File: src/core/pt2_pkg.sv
// Purpose: Shared constants and types for the port 2 timing register bank
// Assumes: 16-bit host bus with byte offsets, one clock domain
// Notes: Offsets are byte addresses of 16-bit registers
package pt2_pkg;

  // Register byte offsets
  localparam logic [11:0] PT2_TX_LAT_OFF = 12'h662;
  localparam logic [11:0] PT2_ASYM_OFF = 12'h664;
  localparam logic [11:0] PT2_LINK_DLY_OFF = 12'h666;
  localparam logic [11:0] PT2_DLY_LO_OFF = 12'h668;
  localparam logic [11:0] PT2_DLY_HI_OFF = 12'h66a;
  localparam logic [11:0] PT2_SYNC_LO_OFF = 12'h66c;
  localparam logic [11:0] PT2_SYNC_HI_OFF = 12'h66e;
  localparam logic [11:0] PT2_PEER_LO_OFF = 12'h670;
  localparam logic [11:0] PT2_PEER_HI_OFF = 12'h672;
  localparam logic [11:0] PT2_BANK_LAST = 12'h673;
  localparam logic [11:0] PT2_RSV_FIRST = 12'h674;
  localparam logic [11:0] PT2_RSV_LAST = 12'h67f;
  localparam logic [11:0] PT2_TS_STATUS_OFF = 12'h68c;

  // Word indices inside the bank, in offset order
  localparam int PT2_NWORDS = 9;
  localparam logic [3:0] PT2_IDX_TX_LAT = 4'h0;
  localparam logic [3:0] PT2_IDX_ASYM = 4'h1;
  localparam logic [3:0] PT2_IDX_LINK_DLY = 4'h2;
  localparam logic [3:0] PT2_IDX_DLY_LO = 4'h3;
  localparam logic [3:0] PT2_IDX_DLY_HI = 4'h4;
  localparam logic [3:0] PT2_IDX_SYNC_LO = 4'h5;
  localparam logic [3:0] PT2_IDX_SYNC_HI = 4'h6;
  localparam logic [3:0] PT2_IDX_PEER_LO = 4'h7;
  localparam logic [3:0] PT2_IDX_PEER_HI = 4'h8;

  // Reset values
  localparam logic [15:0] PT2_TX_LAT_RST = 16'h002d;
  localparam logic [15:0] PT2_ZERO_RST = 16'h0000;
  localparam logic [1:0] PT2_FLAGS_RST = 2'h0;

  // Field positions
  localparam int PT2_SIGN_BIT = 15;
  localparam int PT2_SEC_LSB = 14;
  localparam int PT2_DLY_FLAG_BIT = 15;
  localparam int PT2_SYNC_FLAG_BIT = 14;
  localparam int PT2_CORR_FRAC_BITS = 16;

  typedef enum logic [2:0] {
    PT2_MSG_SYNC,
    PT2_MSG_DELAY_REQ,
    PT2_MSG_PDELAY_REQ,
    PT2_MSG_PDELAY_RESP,
    PT2_MSG_OTHER
  } pt2_msg_t;

  typedef enum logic [1:0] {
    PT2_TS_DELAY_REQ,
    PT2_TS_SYNC,
    PT2_TS_PEER_RESP
  } pt2_ts_kind_t;

  typedef struct packed {
    logic [PT2_NWORDS-1:0][15:0] word;
    logic [1:0] flags;
    logic [15:0] rdata;
    logic rvalid;
  } pt2_regs_t;

  typedef struct packed {
    logic valid;
    logic [63:0] field;
  } pt2_corr_state_t;

endpackage

File: src/core/pt2_corr_if.sv
// Purpose: Carries the correction request and result between bank and adder
// Assumes: Same clock on both sides
// Notes: Correction field is in units of 2^-16 ns
`timescale 1ns/100ps
interface pt2_corr_if;
  import pt2_pkg::*;
  logic [15:0] asym;
  logic in_valid;
  pt2_msg_t msg;
  logic egress;
  logic [63:0] field_in;
  logic out_valid;
  logic [63:0] field_out;
  modport bank (output asym, in_valid, msg, egress, field_in, input out_valid, field_out);
  modport corr (input asym, in_valid, msg, egress, field_in, output out_valid, field_out);
endinterface

File: src/core/pt2_corr_unit.sv
// Purpose: Applies the signed asymmetry value to a PTP correction field
// Assumes: One request per cycle at most, result one enabled cycle later
// Notes: Messages outside the two cases pass through unchanged
`timescale 1ns/100ps
module pt2_corr_unit
  import pt2_pkg::*;
(
  // Clock and reset
  input wire logic clock_i,
  input wire logic arst_n_i,
  input wire logic ce_i,
  // Request and result
  pt2_corr_if.corr cif
);

  pt2_corr_state_t st_reg;
  pt2_corr_state_t st_next;
  logic [63:0] asym_ext;

  // Sign-magnitude to two's complement, scaled to the field's fraction
  function automatic logic [63:0] asym_to_field(input logic [15:0] a);
    logic [63:0] mag;
    mag = {33'h0, a[14:0], 16'h0};
    return a[PT2_SIGN_BIT] ? (64'h0 - mag) : mag;
  endfunction

  assign asym_ext = asym_to_field(cif.asym);

  // Next result
  always_comb begin
    st_next = st_reg;
    st_next.valid = cif.in_valid;
    if (cif.in_valid) begin
      st_next.field = cif.field_in;
      unique case (cif.msg)
        PT2_MSG_SYNC, PT2_MSG_PDELAY_RESP: begin
          if (!cif.egress) begin
            st_next.field = cif.field_in + asym_ext;
          end
        end
        PT2_MSG_DELAY_REQ, PT2_MSG_PDELAY_REQ: begin
          if (cif.egress) begin
            st_next.field = cif.field_in - asym_ext;
          end
        end
        default: begin
          st_next.field = cif.field_in;
        end
      endcase
    end
  end

  // State register, frozen while the enable is low
  always_ff @(posedge clock_i or negedge arst_n_i) begin
    if (!arst_n_i) begin
      st_reg <= '0;
    end else if (ce_i) begin
      st_reg <= st_next;
    end
  end

  assign cif.out_valid = st_reg.valid;
  assign cif.field_out = st_reg.field;
endmodule

File: src/core/pt2_timing_regs.sv
// Purpose: Port 2 PTP timing register bank with egress timestamp capture
// Assumes: Host bus and timestamp sources run on clock_i
// Notes: Read data returns one enabled cycle after the read strobe
// How it works
// - Transmit latency register, 16 bits read-write, resets to 45 ns.
// - Asymmetry bit 15 is sign, bits 14:0 magnitude, both reset zero.
// - Ingress Sync and Pdelay_Resp get asymmetry added to correction field.
// - Egress Delay_Req and Pdelay_Req get asymmetry subtracted from correction field.
// - Link delay register, 16 bits read-write, resets to zero.
// - Delay request stamp low word holds nanoseconds 15:0.
// - Delay request stamp high word holds seconds 1:0 and nanoseconds 29:16.
// - Sync stamp uses the same low and high word layout.
// - Peer response stamp uses the same low and high word layout.
// - Sync stamp arrival sets write-one-to-clear status bit 14.
// - Delay or peer stamp arrival sets write-one-to-clear status bit 15.
`timescale 1ns/100ps
module pt2_timing_regs
  import pt2_pkg::*;
(
  // Clock, reset, enable
  input wire logic clock_i,
  input wire logic arst_n_i,
  input wire logic ce_i,
  // Host register port
  input wire logic [11:0] host_addr_i,
  input wire logic [15:0] host_wdata_i,
  input wire logic [1:0] host_be_i,
  input wire logic host_wr_i,
  input wire logic host_rd_i,
  output logic [15:0] host_rdata_o,
  output logic host_rvalid_o,
  // Egress timestamp capture
  input wire logic ts_valid_i,
  input wire pt2_ts_kind_t ts_kind_i,
  input wire logic [1:0] ts_seconds_i,
  input wire logic [29:0] ts_ns_i,
  // Correction field path
  input wire logic corr_valid_i,
  input wire pt2_msg_t corr_msg_i,
  input wire logic corr_egress_i,
  input wire logic [63:0] corr_field_i,
  output logic corr_valid_o,
  output logic [63:0] corr_field_o,
  // Settings and status toward the port logic
  output logic [15:0] tx_latency_o,
  output logic [15:0] link_delay_o,
  output logic [1:0] ts_flags_o
);

  pt2_regs_t r_reg;
  pt2_regs_t r_next;
  logic in_bank;
  logic in_rsv;
  logic hit_status;
  logic [11:0] bank_ofs;
  logic [3:0] idx;
  logic [1:0] flag_set;
  logic [1:0] flag_clr;
  pt2_corr_if cif ();

  // Byte-lane merge of a host write into an existing word
  function automatic logic [15:0] lane_merge(input logic [15:0] old, input logic [15:0] wd, input logic [1:0] be);
    return {be[1] ? wd[15:8] : old[15:8], be[0] ? wd[7:0] : old[7:0]};
  endfunction

  // High word of a stamp: seconds 1:0 above nanoseconds 29:16
  function automatic logic [15:0] stamp_high(input logic [1:0] sec, input logic [29:0] ns);
    return {sec, ns[29:16]};
  endfunction

  // Address decode; bit 0 is ignored since every register is a 16-bit word
  assign in_bank = host_addr_i >= PT2_TX_LAT_OFF && host_addr_i <= PT2_BANK_LAST;
  assign in_rsv = host_addr_i >= PT2_RSV_FIRST && host_addr_i <= PT2_RSV_LAST;
  assign hit_status = host_addr_i[11:1] == PT2_TS_STATUS_OFF[11:1];
  assign bank_ofs = host_addr_i - PT2_TX_LAT_OFF;
  assign idx = bank_ofs[4:1];

  // Status flag set and clear terms
  always_comb begin
    flag_set = 2'h0;
    if (ts_valid_i) begin
      flag_set[1] = ts_kind_i == PT2_TS_DELAY_REQ || ts_kind_i == PT2_TS_PEER_RESP;
      flag_set[0] = ts_kind_i == PT2_TS_SYNC;
    end
    flag_clr = 2'h0;
    if (host_wr_i && hit_status && host_be_i[1]) begin
      flag_clr = {host_wdata_i[PT2_DLY_FLAG_BIT], host_wdata_i[PT2_SYNC_FLAG_BIT]};
    end
  end

  // Next state: host writes first, then hardware captures so they win
  always_comb begin
    r_next = r_reg;
    r_next.rvalid = 1'b0;
    if (host_wr_i && in_bank) begin
      r_next.word[idx] = lane_merge(r_reg.word[idx], host_wdata_i, host_be_i);
    end
    if (ts_valid_i) begin
      unique case (ts_kind_i)
        PT2_TS_DELAY_REQ: begin
          r_next.word[PT2_IDX_DLY_LO] = ts_ns_i[15:0];
          r_next.word[PT2_IDX_DLY_HI] = stamp_high(ts_seconds_i, ts_ns_i);
        end
        PT2_TS_SYNC: begin
          r_next.word[PT2_IDX_SYNC_LO] = ts_ns_i[15:0];
          r_next.word[PT2_IDX_SYNC_HI] = stamp_high(ts_seconds_i, ts_ns_i);
        end
        PT2_TS_PEER_RESP: begin
          r_next.word[PT2_IDX_PEER_LO] = ts_ns_i[15:0];
          r_next.word[PT2_IDX_PEER_HI] = stamp_high(ts_seconds_i, ts_ns_i);
        end
        default: begin
          r_next.word = r_next.word;
        end
      endcase
    end
    // A new arrival beats a clear in the same cycle
    r_next.flags = (r_reg.flags & ~flag_clr) | flag_set;
    // Read answer: bank word, status image, or zero for anything unmapped
    if (host_rd_i) begin
      r_next.rvalid = 1'b1;
      if (in_bank) begin
        r_next.rdata = r_reg.word[idx];
      end else if (hit_status) begin
        r_next.rdata = {r_reg.flags, 14'h0};
      end else begin
        r_next.rdata = 16'h0000;
      end
    end
  end

  // State register, frozen while the enable is low
  always_ff @(posedge clock_i or negedge arst_n_i) begin
    if (!arst_n_i) begin
      // Constants only, so no logic sits in the asynchronous reset path
      r_reg <= '0;
      r_reg.word <= '{default: PT2_ZERO_RST};
      r_reg.word[PT2_IDX_TX_LAT] <= PT2_TX_LAT_RST;
      r_reg.flags <= PT2_FLAGS_RST;
    end else if (ce_i) begin
      r_reg <= r_next;
    end
  end

  // Outputs straight from the state
  assign host_rdata_o = r_reg.rdata;
  assign host_rvalid_o = r_reg.rvalid;
  assign tx_latency_o = r_reg.word[PT2_IDX_TX_LAT];
  assign link_delay_o = r_reg.word[PT2_IDX_LINK_DLY];
  assign ts_flags_o = r_reg.flags;

  // Correction adder fed from the asymmetry register
  assign cif.asym = r_reg.word[PT2_IDX_ASYM];
  assign cif.in_valid = corr_valid_i;
  assign cif.msg = corr_msg_i;
  assign cif.egress = corr_egress_i;
  assign cif.field_in = corr_field_i;
  assign corr_valid_o = cif.out_valid;
  assign corr_field_o = cif.field_out;

  pt2_corr_unit u_corr (
    .clock_i(clock_i),
    .arst_n_i(arst_n_i),
    .ce_i(ce_i),
    .cif(cif)
  );
endmodule

File: config.mk
export PLATFORM = sky130hd
export DESIGN_NAME = pt2_timing_regs
export DESIGN_NICKNAME = d
export VERILOG_FILES = /design/src/core/pt2_pkg.sv /design/src/core/pt2_corr_if.sv /design/src/core/pt2_corr_unit.sv /design/src/core/pt2_timing_regs.sv
export SDC_FILE = /design/constraint.sdc
export NUM_CORES = 1
export LEC_CHECK = 0
export BUFFER_PORTS_ARGS = -buffer_cell sky130_fd_sc_hd__buf_4
export CELL_PAD_IN_SITES_DETAIL_PLACEMENT = 1
export CELL_PAD_IN_SITES_GLOBAL_PLACEMENT = 1
export CORE_UTILIZATION = 40
export CTS_CLUSTER_DIAMETER = 50
export DETAILED_ROUTE_END_ITERATION = 7
export PLACE_DENSITY_LB_ADDON = 0.1
export SLEW_MARGIN = 20
export SYNTH_ARGS = -nofsm -noshare
export SYNTH_HDL_FRONTEND = slang
export SYNTH_SLANG_ARGS = --single-unit
File: constraint.sdc
create_clock -name clock_i -period 9.65 [get_ports clock_i]
set_clock_uncertainty 0.1 [all_clocks]
set_input_delay 1.93 -clock clock_i [delete_from_list [all_inputs] [get_ports clock_i]]
set_output_delay 1.93 -clock clock_i [all_outputs]
set_load 0.05 [all_outputs]
==> metrics.md, run 1 <==
| Metric | Value |
|---|---|
| RSZ-0062 raised after global routing | false |
| Crit path arrival time | 7.02 ns |
| Setup tns final | 0 ns |
| Int Pwr | 2.20 mW |
| Compound-Gate Fraction of Synth Area | 24.3% |
| Peak VDD IR | 0.104 mV |
| Final Critical Period | 6.70 ns |
| XOR/XNOR Fraction of Synth Area | 4.19% |
| Mux cell area share after synthesis | 9.62% |
| Initial drt markers | 1128 |
| WL final | 62.5 mm |
| Cells after DPL | 2579 |
| # hold bufs at CTS | 0 |
| Share of Yosys cell area claimed by the top area cell type | 33.1% |
| EDFF count, synth | 0 |
| Reg power frac | 34.8% |
| Ant. Diodes | 0 |
| Clock Path Buffers | 3 |
| Comb power frac | 24.5% |
| Commonest cells after routing, fill and taps aside | 272 x buf_4, 224 x dfrtp_1, 192 x nand2_1, 188 x a21oi_1, 176 x nor2_1 |
| Synthesis-to-finish area growth | 18.8% |
| DRC | 0 |
| R2R Setup Slk | 2.95 ns |
| Simple-Gate Fraction of Synth Area | 13.7% |
| Critical Path Start Type | flip-flop |
| Total Power | 3.32 mW |
| R2R Path End | u_corr.cif.field_out[58] |
| Maximum fanout along the worst path | 25 |
| Clk_lat worst skew | 0.54 ns |
| Synth Area in Adders | 7.51% |
| Via count of the first global-routing pass | 16679 |
| Worst slew pin tran | 1.07 ns |
| Crit-path slowest cell | o31ai_4 |
| Worst hold slack | 0.377 ns |
| Worst reg2reg path depth | 18 |
| Reg clk slew, reported paths | 0.05 ns |
| Switching power | 1.11 mW |
| Hold WC Path Type | flip-flop to flip-flop |
| Synth cell types | 81 |
| WS Path Type | flip-flop to flip-flop |
| Max Fclk | 149 MHz |
| Critical path destination | u_corr.cif.field_out[58] |
| Total track usage | 28.8% |
| Drt pass-1 iters | 8 |
| Post-Place Cell Area | 18800 sq um |
| Detailed Place HPWL | 45.8 mm |
| Layout cells sized above 1 | 21.8% |
| Die width | 208 um |
| Post-CTS Setup Repair Bufs | 0 |
| Port Buffers | 253 |
| Post-route cell area | 20100 sq um |
| Vert. Die Dim | 208 um |
| Vias per cell | 6.07 |
| Asr flop ratio synth | 100% |
| DR WL/cell | 23.6 um |
| Sequential fraction of the synthesis area | 33.7% |
| Die area | 43100 sq um |
| Pin count of the biggest net entering global routing | 126 |
| First-pass GRT wire length | 97.8 mm |
| Endpoints failing hold | 0 |
| Net Sw Frac | 33.6% |
| Ys flop type | dfrtp_1 |
| Clk root buf | clkbuf_16 |
| CTS buffer count | 37 |
| Routed Antenna Nets | 0 |
| Routability cong. | 0.936 |
| # clock sinks | 228 |
| Core Area | 41300 sq um |
| Syn avg cell area | 8.69 sq um |
| Fin cells | 2646 |
| Critical Path RT | 9.97 ns |
| Commonest non-fill, non-tap cell in the layout | buf_4 |
| Setup violators final | 0 |
| CTS-repair resized insts | 0 |
| Remaining Overflow, GRT | 0 |
| I/O Pins | 255 |
| Initial antenna violation count | 1 |
| Leak | 8.88 nW |
| Syn Inst Count | 1947 |
| Via count | 16050 |
| Final Cycle Share | 69.4% |
| Main combinational cell family by area after synthesis | compound AO/OA/AOI/OAI gates |
| Synth top area cells | dfrtp_1 33%, ha_1 7.4%, a21oi_1 5.6% |
| Crit end category | flip-flop |
| Slowest Stage Delay on Critical Path | 0.78 ns |
| H-tree depth | 2 |
| Synthesized cell area | 16900 sq um |
| Nets | 2327 |
| Initial core utilization | 41.0% |
| Pwr dens | 165 nW/um^2 |
| Synth warnings | 0 |
| Max-Cap Viols | 0 |
| Clock power share | 40.7% |
| Slew Viols, Final | 0 |
| Synth area leader | dfrtp_1 |
| CTS tree | done |
| Critical path, cell by cell | nor3_1, nand2_1, nor2_1, nand2_1, or3_1, o31ai_4, buf_4, ha_1, a211oi_1, o21ai_0, a41oi_1, o2111ai_1, a21oi_1, o21a_1, o21ai_0, xnor2_1, a221oi_1, a21oi_1 |
| Status | finished clean |
| Max_slew headroom | 28.6% |
| Synthesis-stage register bit count | 228 |
| Synth Net Count | 2187 |
| # rows | 74 |
[power by group through the flow]
stage / registers (mW) / logic, mW / clock network [mW]
finish: 1.15 / 0.813 / 1.35
global route: 1.17 / 0.877 / 1.41
CTS: 1.15 / 0.813 / 1.38
detailed placement: 1.17 / 0.809 / 0
global placement: 1.16 / 0.790 / 0
floorplan: 1.29 / 0.378 / 0
[cell type report]
type / instances / area (sq um)
Clock buffer: 46 / 1010
Clock inverter: 20 / 223
Fill cell: 4822 / 21200
Inverter: 78 / 293
Multi-Input combinational cell: 1468 / 10100
Sequential cell: 228 / 5710
Tap cell: 532 / 666
Timing Repair Buffer: 274 / 2080
[cells in the mapped netlist (all sizes together), types with 17 or more instances]
| cell type | count |
|---|---|
| nand3 | 26 |
| a221oi | 25 |
| dfrtp | 224 |
| buf | 71 |
| xor2 | 17 |
| clkbuf | 102 |
| nand2 | 193 |
| inv | 76 |
| mux2i | 22 |
| o21ai | 139 |
| a21o | 24 |
| a22oi | 34 |
| ha | 100 |
| mux2 | 61 |
| nor4 | 17 |
| mux4 | 32 |
| a21oi | 189 |
| o21bai | 22 |
| o31ai | 22 |
| o22ai | 85 |
| nor2 | 178 |
| nor3 | 21 |
| xnor2 | 64 |
[stage by stage]
step,util (%),setup slack (ns)
floorplan,-,2.23
global placement,45.6,3.24
detailed placement,45.6,3.17
CTS,48.6,3.16
global route,48.7,2.71
finish,48.7,2.95
[worst max-delay path: cells and delay by family, from the launching register on]
kind	cells	cell delay (ns)
simple gates	5	1.00
flops	1	0.46
buf+inv	1	0.46
fa+ha+maj	1	0.42
compound gates	10	3.96
xor+xnor	1	0.16
[metal layers]
layer  vias to the layer above  wire, um  track usage [%]
met4                         2      1880             10.5
met3                       109      3590             4.58
met2                       457     28100             44.8
li1                       7367         -                -
met5                         -        14                0
met1                      8115     28900             40.3
[cells by family after synthesis]
kind of cell,count (synthesis)
AND/OR/NAND/NOR,523
multiplexers,115
XOR/XNOR,81
AO/OA/AOI/OAI,648
adder cells (fa/ha/maj),101
flip-flops,228
buffers and inverters,251
[how the worst min path moves through the flow]
| stage | start | endpoint | slack [ns] | cells after the start |
|---|---|---|---|---|
| final | u_corr.cif.field_out[8] | u_corr.cif.field_out[8] | 0.38 | 2 |
| after global routing | u_corr.cif.field_out[50] | u_corr.cif.field_out[50] | 0.40 | 2 |
| after CTS | r_reg[159] | r_reg[159] | 0.38 | 2 |
| after detailed placement | u_corr.cif.field_out[12] | u_corr.cif.field_out[12] | 0.37 | 2 |
| after global placement | r_reg[156] | r_reg[156] | 0.36 | 2 |
| after floorplan | r_reg[136] | r_reg[136] | 0.35 | 2 |
Power figures use the tool's default switching activity.
==> run 2, diff against run 1 <==
clock period = 6.1 ns   (was 9.65 ns; I/O delays follow)
==> metrics.md, run 2 (synthesis gave the netlist of run 1 again) <==
| Metric | Value |
|---|---|
| Status | finished clean |
| # clock sinks | 228 (unchanged) |
| Via count | 16105 (+0.34%) |
| DR WL met2 | 29.1 mm (+3.4%) |
| CTS buffer count | 35 (-5.4%) |
| Setup tns final | 0 ns (unchanged) |
| R2R Setup Slk | 0.30 ns (-2.65 ns) |
| Crit-path slowest cell | or4b_2 |
| Initial antenna violation count | 1 (unchanged) |
| Pwr dens | 260 nW/um^2 (+57%) |
| Worst slew pin tran | 1.10 ns (+0.0303 ns) |
| Die area | 43100 sq um (unchanged) |
| Routed Antenna Nets | 0 (unchanged) |
| Max-Cap Viols | 0 (unchanged) |
| Commonest cells after routing, fill and taps aside | 295 x buf_4, 224 x dfrtp_1, 192 x nand2_1, 188 x a21oi_1, 177 x nor2_1 |
| Cells after DPL | 2603 (+0.93%) |
| Worst reg2reg path depth | 20 (+2) |
| Critical Path Start Type | flip-flop |
| Detailed Place HPWL | 47.2 mm (+2.9%) |
| Synthesis-to-finish area growth | 20.0% |
| Max_slew headroom | 26.6% (-2.0 points) |
| Critical path destination | u_corr.cif.field_out[63] |
| Critical path, cell by cell | inv_1, ha_1, nand2_1, or3_1, or3_1, or4_1, o21ai_0, xnor2_1, ha_1, a21oi_1, o21ai_0, and2_1, o21ai_0, o2111ai_1, nand3_1, or4b_2, nand3_1, nand3_1, o311a_1, nand3_1 |
| I/O Pins | 255 (unchanged) |
| Delay-heaviest family, CP | simple AND/OR/NAND/NOR gates |
| Vias per cell | 6.03 (-0.52%) |
| Final Critical Period | 5.80 ns (-0.898 ns) |
| Top layer in use | met4 |
| Wire length on met1 | 30.0 mm (+3.9%) |
| Pin count of the biggest net entering global routing | 124 (-1.6%) |
| Crit end category | flip-flop |
| Fin cells | 2669 (+0.87%) |
| First-pass GRT wire length | 99.7 mm (+1.9%) |
| Post-CTS Setup Repair Bufs | 0 (unchanged) |
| Die width | 208 um (unchanged) |
| Commonest non-fill, non-tap cell in the layout | buf_4 |
| Via count of the first global-routing pass | 16885 (+1.2%) |
| Vert. Die Dim | 208 um (unchanged) |
| End-of-flow core utilization | 49.2% (+0.52 points) |
| Routability cong. | 0.917 (-2.0%) |
| Bufs and invs on worst path | 1 (unchanged) |
| Total track usage | 29.4% (+0.65 points) |
| Port Buffers | 253 (unchanged) |
| Max Fclk | 172 MHz (+15%) |
| Clk_lat worst skew | 0.56 ns (+0.02 ns) |
| Core Area | 41300 sq um (unchanged) |
| Endpoints failing hold | 0 (unchanged) |
| Crit path arrival time | 6.19 ns (-0.83 ns) |
| Drt pass-1 iters | 5 (-3) |
| Most used cell, CP | nand3_1 |
| H-tree depth | 2 (unchanged) |
| Initial drt markers | 1061 (-5.9%) |
| Reg clk slew, reported paths | 0.05 ns (about the same) |
| Leak | 9.02 nW (+1.6%) |
| DRC | 0 (unchanged) |
| DR WL/cell | 23.9 um (+1.2%) |
| Clock Path Buffers | 3 (unchanged) |
| R2R Path End | u_corr.cif.field_out[63] |
| CTS tree | done |
| # rows | 74 (unchanged) |
| Remaining Overflow, GRT | 0 (unchanged) |
| Hold WC Path Type | flip-flop to flip-flop |
| Peak VDD IR | 0.260 mV (+150%) |
| WL final | 63.8 mm (+2.1%) |
| Initial core utilization | 41.0% (unchanged) |
| Final Cycle Share | 95.1% (+26 points) |
| Clk root buf | clkbuf_16 |
| WP depth | 20 (+2) |
| Nets | 2349 (+0.95%) |
| Slew Viols, Final | 0 (unchanged) |
| Maximum fanout along the worst path | 11 (-56%) |
| Setup violators final | 0 (unchanged) |
| WS Path Type | flip-flop to flip-flop |
| Slowest Stage Delay on Critical Path | 0.77 ns (about the same) |
| DR WL met3 | 2.95 mm (-18%) |
| RSZ-0062 raised after global routing | false |
| Layout cells sized above 1 | 22.6% (+0.81 points) |
| Critical Path RT | 6.49 ns (-3.48 ns) |
==> run 2: per-layer routing <==
layer	GRT usage (%)	up-vias
met5	0	-
met4	9.25	0
met3	4.01	94
met2	46.9	394
met1	41.3	8208
li1	-	7409
==> run 2: area by class of cell <==
class / instances / area (sq um)
antenna: 1 / 2.50
clock buffer: 44 / 980
clock inverter: 20 / 273
fill: 4833 / 21000
inverter: 78 / 293
multi-input combinational: 1468 / 10100
sequential: 228 / 5710
tap: 532 / 666
timing repair buffer: 298 / 2280
==> run 2: metrics by stage <==
step                      hold slack, ns  power, mW  setup WS [ns]  area (sq um)
final                              0.376       5.28          0.298         20300
after CTS                          0.379       5.32          0.248         20300
after floorplan                    0.345       2.64          0.785         16900
after detailed placement           0.365       3.15          0.315         19000
after global placement             0.359       3.11          0.355         19000
after global routing               0.403       5.49         0.0350         20300
==> run 2: how the worst min path moves through the flow <==
stage | startpoint | cells past startpoint | slack (ns) | end
after floorplan | r_reg[136] | 2 | 0.35 | r_reg[136]
after global placement | u_corr.cif.field_out[15] | 2 | 0.36 | u_corr.cif.field_out[15]
after detailed placement | u_corr.cif.field_out[1] | 2 | 0.36 | u_corr.cif.field_out[1]
after CTS | u_corr.cif.field_out[1] | 2 | 0.38 | u_corr.cif.field_out[1]
after global routing | u_corr.cif.field_out[17] | 2 | 0.40 | u_corr.cif.field_out[17]
final | u_corr.cif.field_out[56] | 2 | 0.38 | u_corr.cif.field_out[56]
==> run 2: report_power, final <==
part	internal, mW	switching, mW
logic	0.467	0.832
clock network	1.33	0.823
registers	1.71	0.118
==> run 2: worst register-to-register path, cell delays in order, from the launching register on <==
cell and delay, ns:
dfrtp_1 0.44, inv_1 0.11, ha_1 0.17, nand2_1 0.10, or3_1 0.37, or3_1 0.38
or4_1 0.44, o21ai_0 0.21, xnor2_1 0.12, ha_1 0.60, a21oi_1 0.19, o21ai_0 0.27
and2_1 0.17, o21ai_0 0.17, o2111ai_1 0.19, nand3_1 0.29, or4b_2 0.77, nand3_1 0.11
nand3_1 0.10, o311a_1 0.34, nand3_1 0.08
==> run 2: what timing repair did <==
action,in CTS,in global routing
endpoints found under the hold margin,0,0
hold buffers,0,0
gates resized for setup,0,1
endpoints found under the setup margin,0,2
==> run 3, diff against run 2 <==
CELL_PAD_IN_SITES_DETAIL_PLACEMENT = 0   (was 1)
==> metrics.md, run 3 (synthesis gave the netlist of run 1 again) <==
| Metric | Value |
|---|---|
| CTS-repair resized insts | 0 (unchanged) |
| Detailed Place HPWL | 44.5 mm (-5.7%) |
| DR WL/cell | 22.3 um (-6.5%) |
| CTS tree | done |
| Ant. Diodes | 0 (-1) |
| Clk_lat worst skew | 0.54 ns (-0.02 ns) |
| Total track usage | 27.3% (-2.1 points) |
| Vias per cell | 5.88 (-2.5%) |
| Hold WC Path Type | flip-flop to flip-flop |
| Status | finished clean |
| Filler Cell Count | 4085 (-15%) |
| # rows | 74 (unchanged) |
| Clock Path Buffers | 3 (unchanged) |
| Vert. Die Dim | 208 um (unchanged) |
| Port Buffers | 253 (unchanged) |
| Worst slew pin tran | 1.07 ns (-0.0303 ns) |
| H-tree depth | 2 (unchanged) |
| Initial antenna violation count | 0 (-1) |
| Synthesis-to-finish area growth | 19.7% |
| Drt pass-1 iters | 5 (unchanged) |
| Post-route cell area | 20300 sq um (-0.23%) |
| Area of the multi-input gates | 10100 sq um (about the same) |
| Max-Cap Viols | 0 (unchanged) |
| Nets | 2350 (+0.043%) |
| Initial drt markers | 1221 (+15%) |
| Slew Viols, Final | 0 (unchanged) |
| Maximum fanout along the worst path | 11 (unchanged) |
| Final Critical Period | 5.84 ns (+0.0342 ns) |
| Commonest cells after routing, fill and taps aside | 295 x buf_4, 224 x dfrtp_1, 192 x nand2_1, 188 x a21oi_1, 177 x nor2_1 |
| Routability cong. | 0.917 (unchanged) |
| WS Path Type | flip-flop to flip-flop |
| I/O Pins | 255 (unchanged) |
| Setup violators final | 0 (unchanged) |
| Pin count of the biggest net entering global routing | 124 (unchanged) |
| Clk root buf | clkbuf_16 |
| Crit path arrival time | 6.15 ns (-0.04 ns) |
| Routed Antenna Nets | 0 (unchanged) |
| # hold bufs at CTS | 0 (unchanged) |
| Layout cells sized above 1 | 22.5% (-0.16 points) |
| Total Power | 5.24 mW (-0.72%) |
| R2R Setup Slk | 0.26 ns (-0.03 ns) |
| Crit end category | flip-flop |
| Critical Path Start Type | flip-flop |
| Post-CTS Setup Repair Bufs | 0 (unchanged) |
| Commonest non-fill, non-tap cell in the layout | buf_4 |
| Peak VDD IR | 0.246 mV (-5.1%) |
| Die width | 208 um (unchanged) |
| Remaining Overflow, GRT | 0 (unchanged) |
| Final Cycle Share | 95.7% (+0.56 points) |
| Core Area | 41300 sq um (unchanged) |
| Post-Place Cell Area | 19000 sq um (unchanged) |
| Critical Path RT | 6.42 ns (-0.07 ns) |
| Reg clk slew, reported paths | 0.06 ns (about the same) |
| Leak | 9.00 nW (-0.22%) |
| Seq. cell area | 5710 sq um (unchanged) |
| Setup tns final | 0 ns (unchanged) |
| Via count | 15709 (-2.5%) |
| Fin cells | 2670 (+0.037%) |
| Pwr dens | 259 nW/um^2 (-0.49%) |
| Max_slew headroom | 28.6% (+2.0 points) |
| # clock sinks | 228 (unchanged) |
| Initial core utilization | 41.0% (unchanged) |
| WL final | 59.7 mm (-6.4%) |
| Max Fclk | 171 MHz (-0.59%) |
| Die area | 43100 sq um (unchanged) |
| Via count of the first global-routing pass | 15513 (-8.1%) |
| Cells after DPL | 2603 (unchanged) |
| CTS buffer count | 37 (+5.7%) |
| Endpoints failing hold | 0 (unchanged) |
| First-pass GRT wire length | 92.5 mm (-7.2%) |
| DRC | 0 (unchanged) |
| RSZ-0062 raised after global routing | false |
## run 3: cell count changes in the layout (fill, tap and decap cells not counted), sizes merged
cell    change
buf         -1
bufinv      -1
clkbuf      +4
clkinv      -8
diode       -1
inv         +8
## run 3: metrics by stage
stage | hold slack (ns) | util [%] | setup slack (ns)
2_1_floorplan | 0.345 | - | 0.785
3_3_place_gp | 0.359 | 46.1 | 0.355
3_5_place_dp | 0.363 | 46.1 | 0.346
4_1_cts | 0.378 | 49.1 | 0.310
5_1_grt | 0.394 | 49.1 | 0.0232
6_report | 0.373 | 49.1 | 0.264
## run 3: final cells by class
class	instances	share of cell area, %
Timing Repair Buffer	297	11.1
Inverter	78	1.44
Tap cell	532	3.28
Clock buffer	48	5.02
Clock inverter	19	1.11
Sequential cell	228	28.2
Multi-Input combinational cell	1468	49.9
## run 3: power breakdown
| part | leakage (nW) | internal, mW | switching [mW] |
|---|---|---|---|
| combinational | 5.62 | 0.465 | 0.812 |
| sequential | 2.79 | 1.71 | 0.113 |
| clock | 0.602 | 1.32 | 0.816 |
## run 3: path summary, 6_finish.rpt
check / from / end / depth (start not counted)
setup / recovery: flip-flop / u_corr.cif.field_out[60] / 19
hold / removal: u_corr.cif.field_out[15] / u_corr.cif.field_out[15] / 2
setup reg to reg: flip-flop / u_corr.cif.field_out[60] / 19
hold reg to reg: u_corr.cif.field_out[15] / u_corr.cif.field_out[15] / 2
max in group asynchronous: arst_n_i / host_rdata_o[5] / 2
min in group asynchronous: arst_n_i / u_corr.cif.field_out[51] / 1
## run 3: per-layer routing
metal / track usage (%) / share of wire (%) / vias to the layer above
met5: 0 / 0 / -
li1: - / - / 7414
met2: 42.1 / 45 / 495
met3: 4.15 / 6.3 / 65
met4: 7.79 / 2.3 / 0
met1: 39.5 / 47 / 7735
## run 3: critical path: stages (launching register included)
cell and delay (ns):
dfrtp_1 0.44, inv_1 0.11, ha_1 0.16, nand2_1 0.08
or3_1 0.36, or3_1 0.37, or4_1 0.44, o21ai_0 0.21
xnor2_1 0.18, ha_1 0.44, nand2_1 0.14, o21bai_1 0.10
a311oi_1 0.41, a31oi_1 0.28, a21oi_1 0.48, o211ai_1 0.27
a221oi_1 0.63, o31ai_1 0.18, mux2_2 0.26, nand3_1 0.06
